[config.mk]
export PLATFORM = sky130hd
export DESIGN_NAME = dac_filter_mute_gpio_config
export DESIGN_NICKNAME = d
export VERILOG_FILES = /design/src/logic/dac_cfg_pkg.sv /design/src/logic/dac_filter_mute_gpio_config.sv
export SDC_FILE = /design/constraint.sdc
export NUM_CORES = 1
export LEC_CHECK = 0
export ABC_CLOCK_PERIOD_IN_PS = 2400
export BUFFER_PORTS_ARGS = -buffer_cell sky130_fd_sc_hd__buf_2
export CAP_MARGIN = 20
export CORE_UTILIZATION = 54
export DETAILED_ROUTE_END_ITERATION = 7
export PLACE_DENSITY = 0.82
export SYNTH_ARGS = -nofsm -noshare
export SYNTH_HDL_FRONTEND = slang
export SYNTH_SLANG_ARGS = --single-unit
[constraint.sdc]
create_clock -name ref_clk -period 2.4 [get_ports ref_clk]
set_clock_uncertainty 0.1 [all_clocks]
set_input_delay 0.36 -clock ref_clk [delete_from_list [all_inputs] [get_ports ref_clk]]
set_output_delay 0.36 -clock ref_clk [all_outputs]
set_load 0.02 [all_outputs]
[src/logic/dac_cfg_pkg.sv]
// Purpose: Constants and carriers for the DAC filter, mute and pin bank
// Assumes: 8-bit registers reached through the internal register port
// Notes:
package dac_cfg_pkg;

    localparam logic [7:0] ADDR_EMPH_RAMP  = 8'h06;
    localparam logic [7:0] ADDR_FILT_MUTE  = 8'h07;
    localparam logic [7:0] ADDR_PIN_CFG    = 8'h08;
    localparam logic [7:0] ADDR_SPARE      = 8'h09;
    localparam logic [7:0] ADDR_PIN_INVERT = 8'h0B;
    localparam logic [7:0] ADDR_STATUS     = 8'h40;
    localparam logic [7:0] ADDR_PIN_LEVEL  = 8'h41;

    localparam logic [7:0] RST_EMPH_RAMP   = 8'h4A;
    localparam logic [7:0] RST_FILT_MUTE   = 8'h40;
    localparam logic [7:0] RST_PIN_CFG     = 8'h88;
    localparam logic [7:0] RST_SPARE       = 8'h88;
    localparam logic [3:0] RST_PIN_INVERT  = 4'h0;

    localparam int AUTO_EMPH_BIT  = 7;
    localparam int EMPH_OFF_BIT   = 6;
    localparam int CURVE_LSB      = 4;
    localparam int RAMP_LSB       = 0;
    localparam int FIR_LSB        = 5;
    localparam int CUTOFF_LSB     = 1;
    localparam int MUTE_BIT       = 0;
    localparam int FUNC_LSB       = 0;
    localparam int ST_AUTOMUTE    = 0;
    localparam int ST_LOCK        = 1;

    localparam logic [3:0] FN_AUTOMUTE  = 4'h0;
    localparam logic [3:0] FN_LOCK      = 4'h1;
    localparam logic [3:0] FN_VOL_MIN   = 4'h2;
    localparam logic [3:0] FN_MCLK      = 4'h3;
    localparam logic [3:0] FN_IRQ       = 4'h4;
    localparam logic [3:0] FN_CONV_CLK  = 4'h5;
    localparam logic [3:0] FN_FORCE_LO  = 4'h7;
    localparam logic [3:0] FN_STD_IN    = 4'h8;
    localparam logic [3:0] FN_IN_SEL    = 4'h9;
    localparam logic [3:0] FN_MUTE_IN   = 4'hA;
    localparam logic [3:0] FN_AUX_IN    = 4'hD;
    localparam logic [3:0] FN_GROUNDED  = 4'hE;
    localparam logic [3:0] FN_FORCE_HI  = 4'hF;

    typedef struct packed {
        logic [7:0] addr;
        logic [7:0] wdata;
        logic       wr;
        logic       rd;
    } reg_req_t;

    typedef struct packed {
        logic       emph_on;
        logic [1:0] emph_curve;
        logic [2:0] ramp_speed;
        logic [2:0] fir_response;
        logic       fir_active;
        logic [1:0] second_stage_cutoff;
        logic       mute_all;
    } filt_cfg_t;

endpackage

[src/logic/dac_filter_mute_gpio_config.sv]
// Purpose: Register bank for emphasis, filters, mute and the pin
// Assumes: I2C engine elsewhere turns bus frames into reg_req strobes
// Notes: Clocks on the pin are muxed straight through, not retimed
`timescale 1ns/1ps
module dac_filter_mute_gpio_config
(
    // Clock and reset
    input  wire logic                   ref_clk,
    input  wire logic                   resetn,
    // Register port
    input  wire dac_cfg_pkg::reg_req_t  reg_req,
    output logic [7:0]                  reg_rdata,
    output logic                        reg_rvalid,
    // Device state
    input  wire logic                   rx_present,
    input  wire logic                   rx_emph_valid,
    input  wire logic                   dsd_input,
    input  wire logic                   automute_status,
    input  wire logic                   lock_status,
    input  wire logic                   volume_at_min,
    input  wire logic                   outputs_grounded,
    input  wire logic                   conv_clk,
    // Filter and mute controls
    output dac_cfg_pkg::filt_cfg_t      filt_cfg,
    output logic                        input_toggle,
    output logic                        aux_converter_input,
    output logic                        aux_converter_sel,
    // General-purpose pin
    input  wire logic                   pin_i,
    output logic                        pin_o,
    output logic                        pin_oe
);
    import dac_cfg_pkg::*;

    logic [7:0] emphasis_and_ramp_ctrl;
    logic [7:0] filter_and_mute_ctrl;
    logic [7:0] pin_function_config;
    logic [7:0] spare_config;
    logic [3:0] pin_invert;
    logic       pin_meta;
    logic       pin_sync;
    logic       status_irq;
    logic       prev_automute;
    logic       prev_lock;
    logic       pin_level_q;

    wire logic [3:0] pin1_function_code = pin_function_config[FUNC_LSB +: 4];

    function automatic logic drives_pin(input logic [3:0] code);
        drives_pin = (code <= FN_CONV_CLK) || (code == FN_FORCE_LO)
                  || (code == FN_GROUNDED) || (code == FN_FORCE_HI);
    endfunction

    function automatic logic hit(input reg_req_t r, input logic [7:0] a);
        hit = (r.addr == a);
    endfunction

    // Register writes
    wire logic wr_emph  = reg_req.wr && hit(reg_req, ADDR_EMPH_RAMP);
    wire logic wr_filt  = reg_req.wr && hit(reg_req, ADDR_FILT_MUTE);
    wire logic wr_pin   = reg_req.wr && hit(reg_req, ADDR_PIN_CFG);
    wire logic wr_spare = reg_req.wr && hit(reg_req, ADDR_SPARE);
    wire logic wr_inv   = reg_req.wr && hit(reg_req, ADDR_PIN_INVERT);
    wire logic rd_stat  = reg_req.rd && hit(reg_req, ADDR_STATUS);

    always_ff @(posedge ref_clk)
    begin
        if (!resetn)
        begin
            emphasis_and_ramp_ctrl <= RST_EMPH_RAMP;
            filter_and_mute_ctrl   <= RST_FILT_MUTE;
            pin_function_config    <= RST_PIN_CFG;
            spare_config           <= RST_SPARE;
            pin_invert             <= RST_PIN_INVERT;
        end
        else
        begin
            if (wr_emph)
                emphasis_and_ramp_ctrl <= reg_req.wdata;
            if (wr_filt)
                filter_and_mute_ctrl <= reg_req.wdata;
            if (wr_pin)
                pin_function_config <= reg_req.wdata;
            if (wr_spare)
                spare_config <= reg_req.wdata;
            if (wr_inv)
                pin_invert <= reg_req.wdata[3:0];
        end
    end

    // Pin input passes two flops since it comes from outside
    always_ff @(posedge ref_clk)
    begin
        if (!resetn)
        begin
            pin_meta <= 1'b0;
            pin_sync <= 1'b0;
        end
        else
        begin
            pin_meta <= pin_i;
            pin_sync <= pin_meta;
        end
    end

    // Status change flag; a change in the reading cycle still sets it
    wire logic status_changed = (automute_status != prev_automute)
                             || (lock_status != prev_lock);
    wire logic next_status_irq = status_changed
                              || (status_irq && !rd_stat);

    always_ff @(posedge ref_clk)
    begin
        if (!resetn)
        begin
            // Track levels in reset so release raises no false change
            prev_automute <= automute_status;
            prev_lock     <= lock_status;
            status_irq    <= 1'b0;
        end
        else
        begin
            prev_automute <= automute_status;
            prev_lock     <= lock_status;
            status_irq    <= next_status_irq;
        end
    end

    // Captured level, follows the pin in standard input use and held otherwise
    always_ff @(posedge ref_clk)
    begin
        if (!resetn)
            pin_level_q <= 1'b0;
        else if (pin1_function_code == FN_STD_IN)
            pin_level_q <= pin_sync;
    end

    // Read path
    wire logic [7:0] status_word = {6'h00, lock_status, automute_status};
    wire logic [7:0] read_mux =
        hit(reg_req, ADDR_EMPH_RAMP)  ? emphasis_and_ramp_ctrl :
        hit(reg_req, ADDR_FILT_MUTE)  ? filter_and_mute_ctrl :
        hit(reg_req, ADDR_PIN_CFG)    ? pin_function_config :
        hit(reg_req, ADDR_SPARE)      ? spare_config :
        hit(reg_req, ADDR_PIN_INVERT) ? {4'h0, pin_invert} :
        hit(reg_req, ADDR_STATUS)     ? status_word :
        hit(reg_req, ADDR_PIN_LEVEL)  ? {7'h00, pin_level_q} :
        8'h00;

    always_ff @(posedge ref_clk)
    begin
        if (!resetn)
        begin
            reg_rdata  <= 8'h00;
            reg_rvalid <= 1'b0;
        end
        else
        begin
            reg_rvalid <= reg_req.rd;
            if (reg_req.rd)
                reg_rdata <= read_mux;
        end
    end

    // Filter controls
    wire logic auto_emph = emphasis_and_ramp_ctrl[AUTO_EMPH_BIT]
                        && rx_present && rx_emph_valid;
    wire logic pin_mute  = (pin1_function_code == FN_MUTE_IN) && pin_sync;
    wire logic next_emph_on = !emphasis_and_ramp_ctrl[EMPH_OFF_BIT]
                           || auto_emph;
    wire logic next_mute = filter_and_mute_ctrl[MUTE_BIT] || pin_mute;

    always_ff @(posedge ref_clk)
    begin
        if (!resetn)
        begin
            filt_cfg            <= '0;
            input_toggle        <= 1'b0;
            aux_converter_input <= 1'b0;
        end
        else
        begin
            filt_cfg.emph_on <= next_emph_on;
            filt_cfg.emph_curve <=
                emphasis_and_ramp_ctrl[CURVE_LSB +: 2];
            filt_cfg.ramp_speed <=
                emphasis_and_ramp_ctrl[RAMP_LSB +: 3];
            filt_cfg.fir_response <=
                filter_and_mute_ctrl[FIR_LSB +: 3];
            filt_cfg.fir_active <= !dsd_input;
            filt_cfg.second_stage_cutoff <=
                filter_and_mute_ctrl[CUTOFF_LSB +: 2];
            filt_cfg.mute_all <= next_mute;
            input_toggle <= (pin1_function_code == FN_IN_SEL)
                         && pin_sync;
            aux_converter_input <= pin_sync;
        end
    end

    assign aux_converter_sel = (pin1_function_code == FN_AUX_IN);

    // Pin output level before inversion
    logic next_pin_level;
    always_comb
    begin
        next_pin_level = 1'b0;
        case (pin1_function_code)
            FN_AUTOMUTE: next_pin_level = automute_status;
            FN_LOCK:     next_pin_level = lock_status;
            FN_VOL_MIN:  next_pin_level = volume_at_min;
            FN_IRQ:      next_pin_level = next_status_irq;
            FN_FORCE_LO: next_pin_level = 1'b0;
            FN_GROUNDED: next_pin_level = outputs_grounded;
            FN_FORCE_HI: next_pin_level = 1'b1;
            default:     next_pin_level = 1'b0;
        endcase
    end

    logic pin_q;
    always_ff @(posedge ref_clk)
    begin
        if (!resetn)
            pin_q <= 1'b0;
        else
            pin_q <= next_pin_level ^ pin_invert[0];
    end

    // Clocks bypass the flop, which samples on the ref_clk edge and would freeze ref_clk
    wire logic clk_sel = (pin1_function_code == FN_MCLK) ? ref_clk :
                         conv_clk;
    wire logic clk_code = (pin1_function_code == FN_MCLK)
                       || (pin1_function_code == FN_CONV_CLK);
    assign pin_o  = clk_code ? (clk_sel ^ pin_invert[0]) : pin_q;
    assign pin_oe = drives_pin(pin1_function_code);
endmodule

# [Yosys cells after proc, flatten, opt, wreduce, memory -nomap -nowiden]
# Cells that the tools add are included.
[op_classes] magnitude_cmp=1 eq_ne=21 muxes=10 bitwise_logic=2 reduce_logical=23
[ops] op="8-bit two-way mux" count=4
[ops] op="4-bit == test (second input constant)" count=6
[ops] op="8-bit by 4-bit == test with 1-bit output (second input constant)" count=3
[ops] op="8-bit by 3-bit == test with 1-bit output (second input constant)" count=2
[ops] op="8-bit by 7-bit == test with 1-bit output (second input constant)" count=2
[ops] op="4-bit by 3-bit == test with 1-bit output (second input constant)" count=3
[ops] op="1-bit logical AND" count=11
[ops] op="4-bit by 2-bit == test with 1-bit output (second input constant)" count=2
[ops] op="1-bit logical OR" count=8
[ops] op="1-bit one-hot mux with 6 select lines" count=1
[ops] op="4-bit by 1-bit == test with 1-bit output (second input constant)" count=1
[ops] op="4-bit by 3-bit <= comparator with 1-bit output (second input constant)" count=1
[ops] op="4-bit logical NOT" count=1
[ops] op="4-bit two-way mux" count=1
[ops] op="1-bit logical NOT" count=3
[ops] op="1-bit two-way mux" count=3
[ops] op="2-bit two-way mux" count=1
[ops] op="1-bit != test" count=2
[ops] op="1-bit XOR" count=2
[totals] register_bits=67 input_bits=29 elab_cells=80

# [Logic depth before layout (Yosys ltp)]
[depth] word_depth=8 mapped_depth=8

==> flow_summary_export.csv <==
group,metric,value,unit
die,die_height,75.0,microns
placement,placed_cells_incl_taps,444,
global_routing,antenna_found_initial,0,
timing,slew_headroom,60.0,%
route,detailedRoute.firstIterationViolations,156,
placement,placedInstanceArea,0.00324,sq mm
run_status,run_status,"finished with violations",
die,floorplan.initialDensity,56.3,%
timing,unrepaired_setup_endpoints_after_global_routing,"true",
timing,fin_worst_hold_slack,0.0749,ns
worst_setup_path,worst_path_arrival,1.98,ns
die,pin_count,56,
yosys,synthSimpleGateAreaFrac,23.3,%
worst_setup_path,timing.critical_path.cells,"clkbuf_8 -> mux2i_2 -> xnor2_1 -> mux2_4 -> buf_6",
die,die-area,0.00562,sq mm
yosys,synth-edff-count,0,
hold_path,hp-class,"input port to flop",
yosys,main_combinational_cell_family_by_area_after_synthesis,"simple AND/OR/NAND/NOR gates",
worst_setup_path,critPathKind,"clock port to primary output",
cts,postCtsSetupRepairBufs,0,
pwr,p_per_area,653,mW/mm^2
pwr,totalPowerFinal,2.31,mW
yosys,synth_top_cell_by_area,"dfxtp_1",
route,num_vias,2588,
global_routing,first_global_vias,2455,
global_routing,grt_overflow_total,0,
worst_setup_path,cp_slowest_cell,"mux2_4",
timing,final.setup.worst_slack,-0.0403,ns
route,drc_errors,0,
cts,clock_tree_from_tritoncts,"done",
run_status,violations,"negative setup slack",
cts,insertion_delay_to_the_later_sink_of_the_worst_skew_pair,0.46,ns
hold_path,min_delay_path_depth,3,
worst_setup_path,path_depth,5,
worst_setup_path,critical_path.startpoint,"ref_clk",
placement,post-place-ws,0.125,ns
die,floorplan.die.width,75.0,microns
layout,layout.nets,420,
die,placeableCoreArea,0.00511,sq mm
worst_setup_path,destination_of_the_worst_register_to_register_timing_path,"pin_q$_SDFF_PN0_",
yosys,synth_nets,354,
worst_setup_path,largest_fanout_on_the_critical_path,2,
placement,port_buffers,55,
yosys,synth_flop_cell,"dfxtp_1",
yosys,post_synth_xor_area_fraction,1.22,%
route,drt-wirelength-per-cell,15.5,microns
route,drt_pass_1_iters,4,
yosys,synthesized_area_fraction_occupied_by_ao_oa_aoi_and_oai_cells,13.8,%
worst_setup_path,setup.worst_path.start_class,"clock port",
yosys,synth-seq-cells,67,
global_routing,globalRouteTotalUtil,29.1,%
yosys,ys_types,47,
layout,n_antenna_cell,0,
layout,finish.cell_count_without_fillers,465,
route,drt_antenna_net_count,0,
timing,slew_violations,0,
timing,number_of_endpoints_failing_setup_at_the_final_stage,1,
route,route.final.wire_length,7220,microns
layout,layout-drive-gt1-share,24.6,%
layout,layout_commonest_cell,"dfxtp_1",
worst_setup_path,worstPathRequired,1.94,ns
timing,worstMarginPinSlew,0.597,ns
placement,gp_congestion,0.881,
yosys,synthesized_instance_count,325,
die,core.rowCount,26,
worst_setup_path,r2r_slack,0.65,ns
pwr,leakage_power_total,1.49,nW
worst_setup_path,cpPeakStageDelay,0.27,ns
yosys,avgSynthCellArea,8.85,sq um
worst_setup_path,endpoint_kind,"primary output",
yosys,synth.area.mux_share,10.9,%
cts,path_clk_slew,0.07,ns
timing,final_hold_violations,0,
worst_setup_path,worstSetupEndpoint,"pin_o",
yosys,synth_async_sr_flop_share,0,%
layout,most-common-layout-cells,"dfxtp_1 (66), buf_2 (54), nand2_1 (45)",
layout,area_delta_synth_final,22.8,%
global_routing,grt_first_pass_wirelength,11600,microns
yosys,sequential_element_share_of_the_synthesized_area,46.6,%
yosys,yosys.area.top_type_share,46.6,%
route,detail_route.vias_per_cell,5.57,
worst_setup_path,crit-reg2reg-launch,"pin_function_config[2]$_SDFFE_PN0P_",
yosys,synth-adder-area-share,0,%
yosys,synth.cell_area,0.00288,sq mm
placement,hpwlAfterDp,4850,microns
yosys,ys_warn_count,0,
worst_setup_path,path_buf_inv,2,
worst_setup_path,worst_path_top_cell_family_by_delay,"multiplexers",
pwr,ir_worst_vdd,0.482,mV
layout,postLayoutCellArea,0.00353,sq mm
global_routing,pin_count_of_the_biggest_net_entering_global_routing,28,
worst_setup_path,r2r_cells,6,
job,max-cap-violations,0,
yosys,netlist_top_cells_area,"dfxtp_1 (47%), mux2i_1 (10%), nand2_1 (5.9%)",
-- sequential cells by signal (all words and copies together), names as in the netlist, 4 cells and up --
register / count
filt_cfg: 13
emphasis_and_ramp_ctrl: 8
pin_invert: 4
reg_rdata: 8
filter_and_mute_ctrl: 8
spare_config: 8
pin_function_config: 8
-- power by group --
| part | internal [mW] | total [mW] | switching, mW |
|---|---|---|---|
| combinational | 0.0589 | 0.158 | 0.0994 |
| sequential | 1.13 | 1.13 | 0.00594 |
| clock | 0.575 | 1.02 | 0.442 |
-- synth_stat cells (2+ instances only) --
| cell | number |
|---|---|
| nor2b_1 | 2 |
| buf_4 | 2 |
| dfxtp_1 | 67 |
| o22ai_1 | 3 |
| buf_6 | 2 |
| nand3_1 | 5 |
| o31ai_1 | 3 |
| clkbuf_1 | 13 |
| nand2_1 | 45 |
| o21ai_0 | 7 |
| or3_1 | 2 |
| xnor2_1 | 4 |
| a22oi_1 | 2 |
| nand3b_1 | 4 |
| nand4b_1 | 2 |
| o41ai_1 | 2 |
| nand2b_1 | 2 |
| mux2_2 | 2 |
| inv_1 | 4 |
| o21ai_1 | 7 |
| nor3_1 | 10 |
| a21oi_1 | 27 |
| mux2i_1 | 29 |
| a31oi_1 | 7 |
| and2_1 | 15 |
| buf_2 | 3 |
| nor4b_1 | 2 |
| nor2_1 | 33 |
-- final cells by class --
cell class	instances	area, sq um
multi-input combinational	233	1440
clock inverter	4	51.3
tap	70	87.6
clock buffer	14	180
timing repair buffer	72	415
inverter	5	18.8
fill	421	1570
sequential	67	1340
-- worst reg2reg max path, cell delays in order (launching register included) --
cell and delay [ns]:
dfxtp_1 0.34, buf_4 0.19, or3b_1 0.35, a21oi_1 0.14, a21oi_1 0.06, or3_1 0.34, a21oi_1 0.13
-- how the worst min path moves through the flow --
stage	startpoint	end	slack, ns
2_1_floorplan	automute_status	prev_automute$_DFF_P_	0.29
3_3_place_gp	pin_meta$_SDFF_PN0_	pin_sync$_SDFF_PN0_	0.33
3_5_place_dp	pin_meta$_SDFF_PN0_	pin_sync$_SDFF_PN0_	0.32
4_1_cts	pin_i	pin_meta$_SDFF_PN0_	0.0002
5_1_grt	reg_req[7]	filter_and_mute_ctrl[5]$_SDFFE_PN0P_	0.08
6_report	reg_req[8]	emphasis_and_ramp_ctrl[6]$_SDFFE_PN1P_	0.07
-- kinds of logic after synthesis --
kind of cell / count (synthesis)
buf+inv: 25
xor+xnor: 4
mux: 31
compound gates: 66
flops: 67
simple gates: 132
-- through the flow --
stage / util, % / setup TNS, ns
finish: 69.2 / -0.0403
global route: 69.2 / -0.0782
CTS: 69.0 / -0.0631
detailed placement: 63.5 / 0
global placement: 63.5 / 0
floorplan: - / 0
-- layer usage --
layer  vias up  GRT usage (%)  part of all wire, %
li1       1260              -                    -
met1      1208           34.5                   41
met2       106           45.6                   49
met3        14           9.50                  7.5
met4         0           18.2                  2.5
met5         -              0                    0
-- timing repair --
| item | 4_1_cts | 5_1_grt |
|---|---|---|
| resized for setup | 6 | 1 |
| hold buffers | 3 | 1 |
| setup endpoints to repair | 1 | 1 |
| cloned | 0 | 0 |
| endpoints found under the hold margin | 3 | 1 |
| pin swaps | 2 | 0 |
Power figures use the tool's default switching activity.
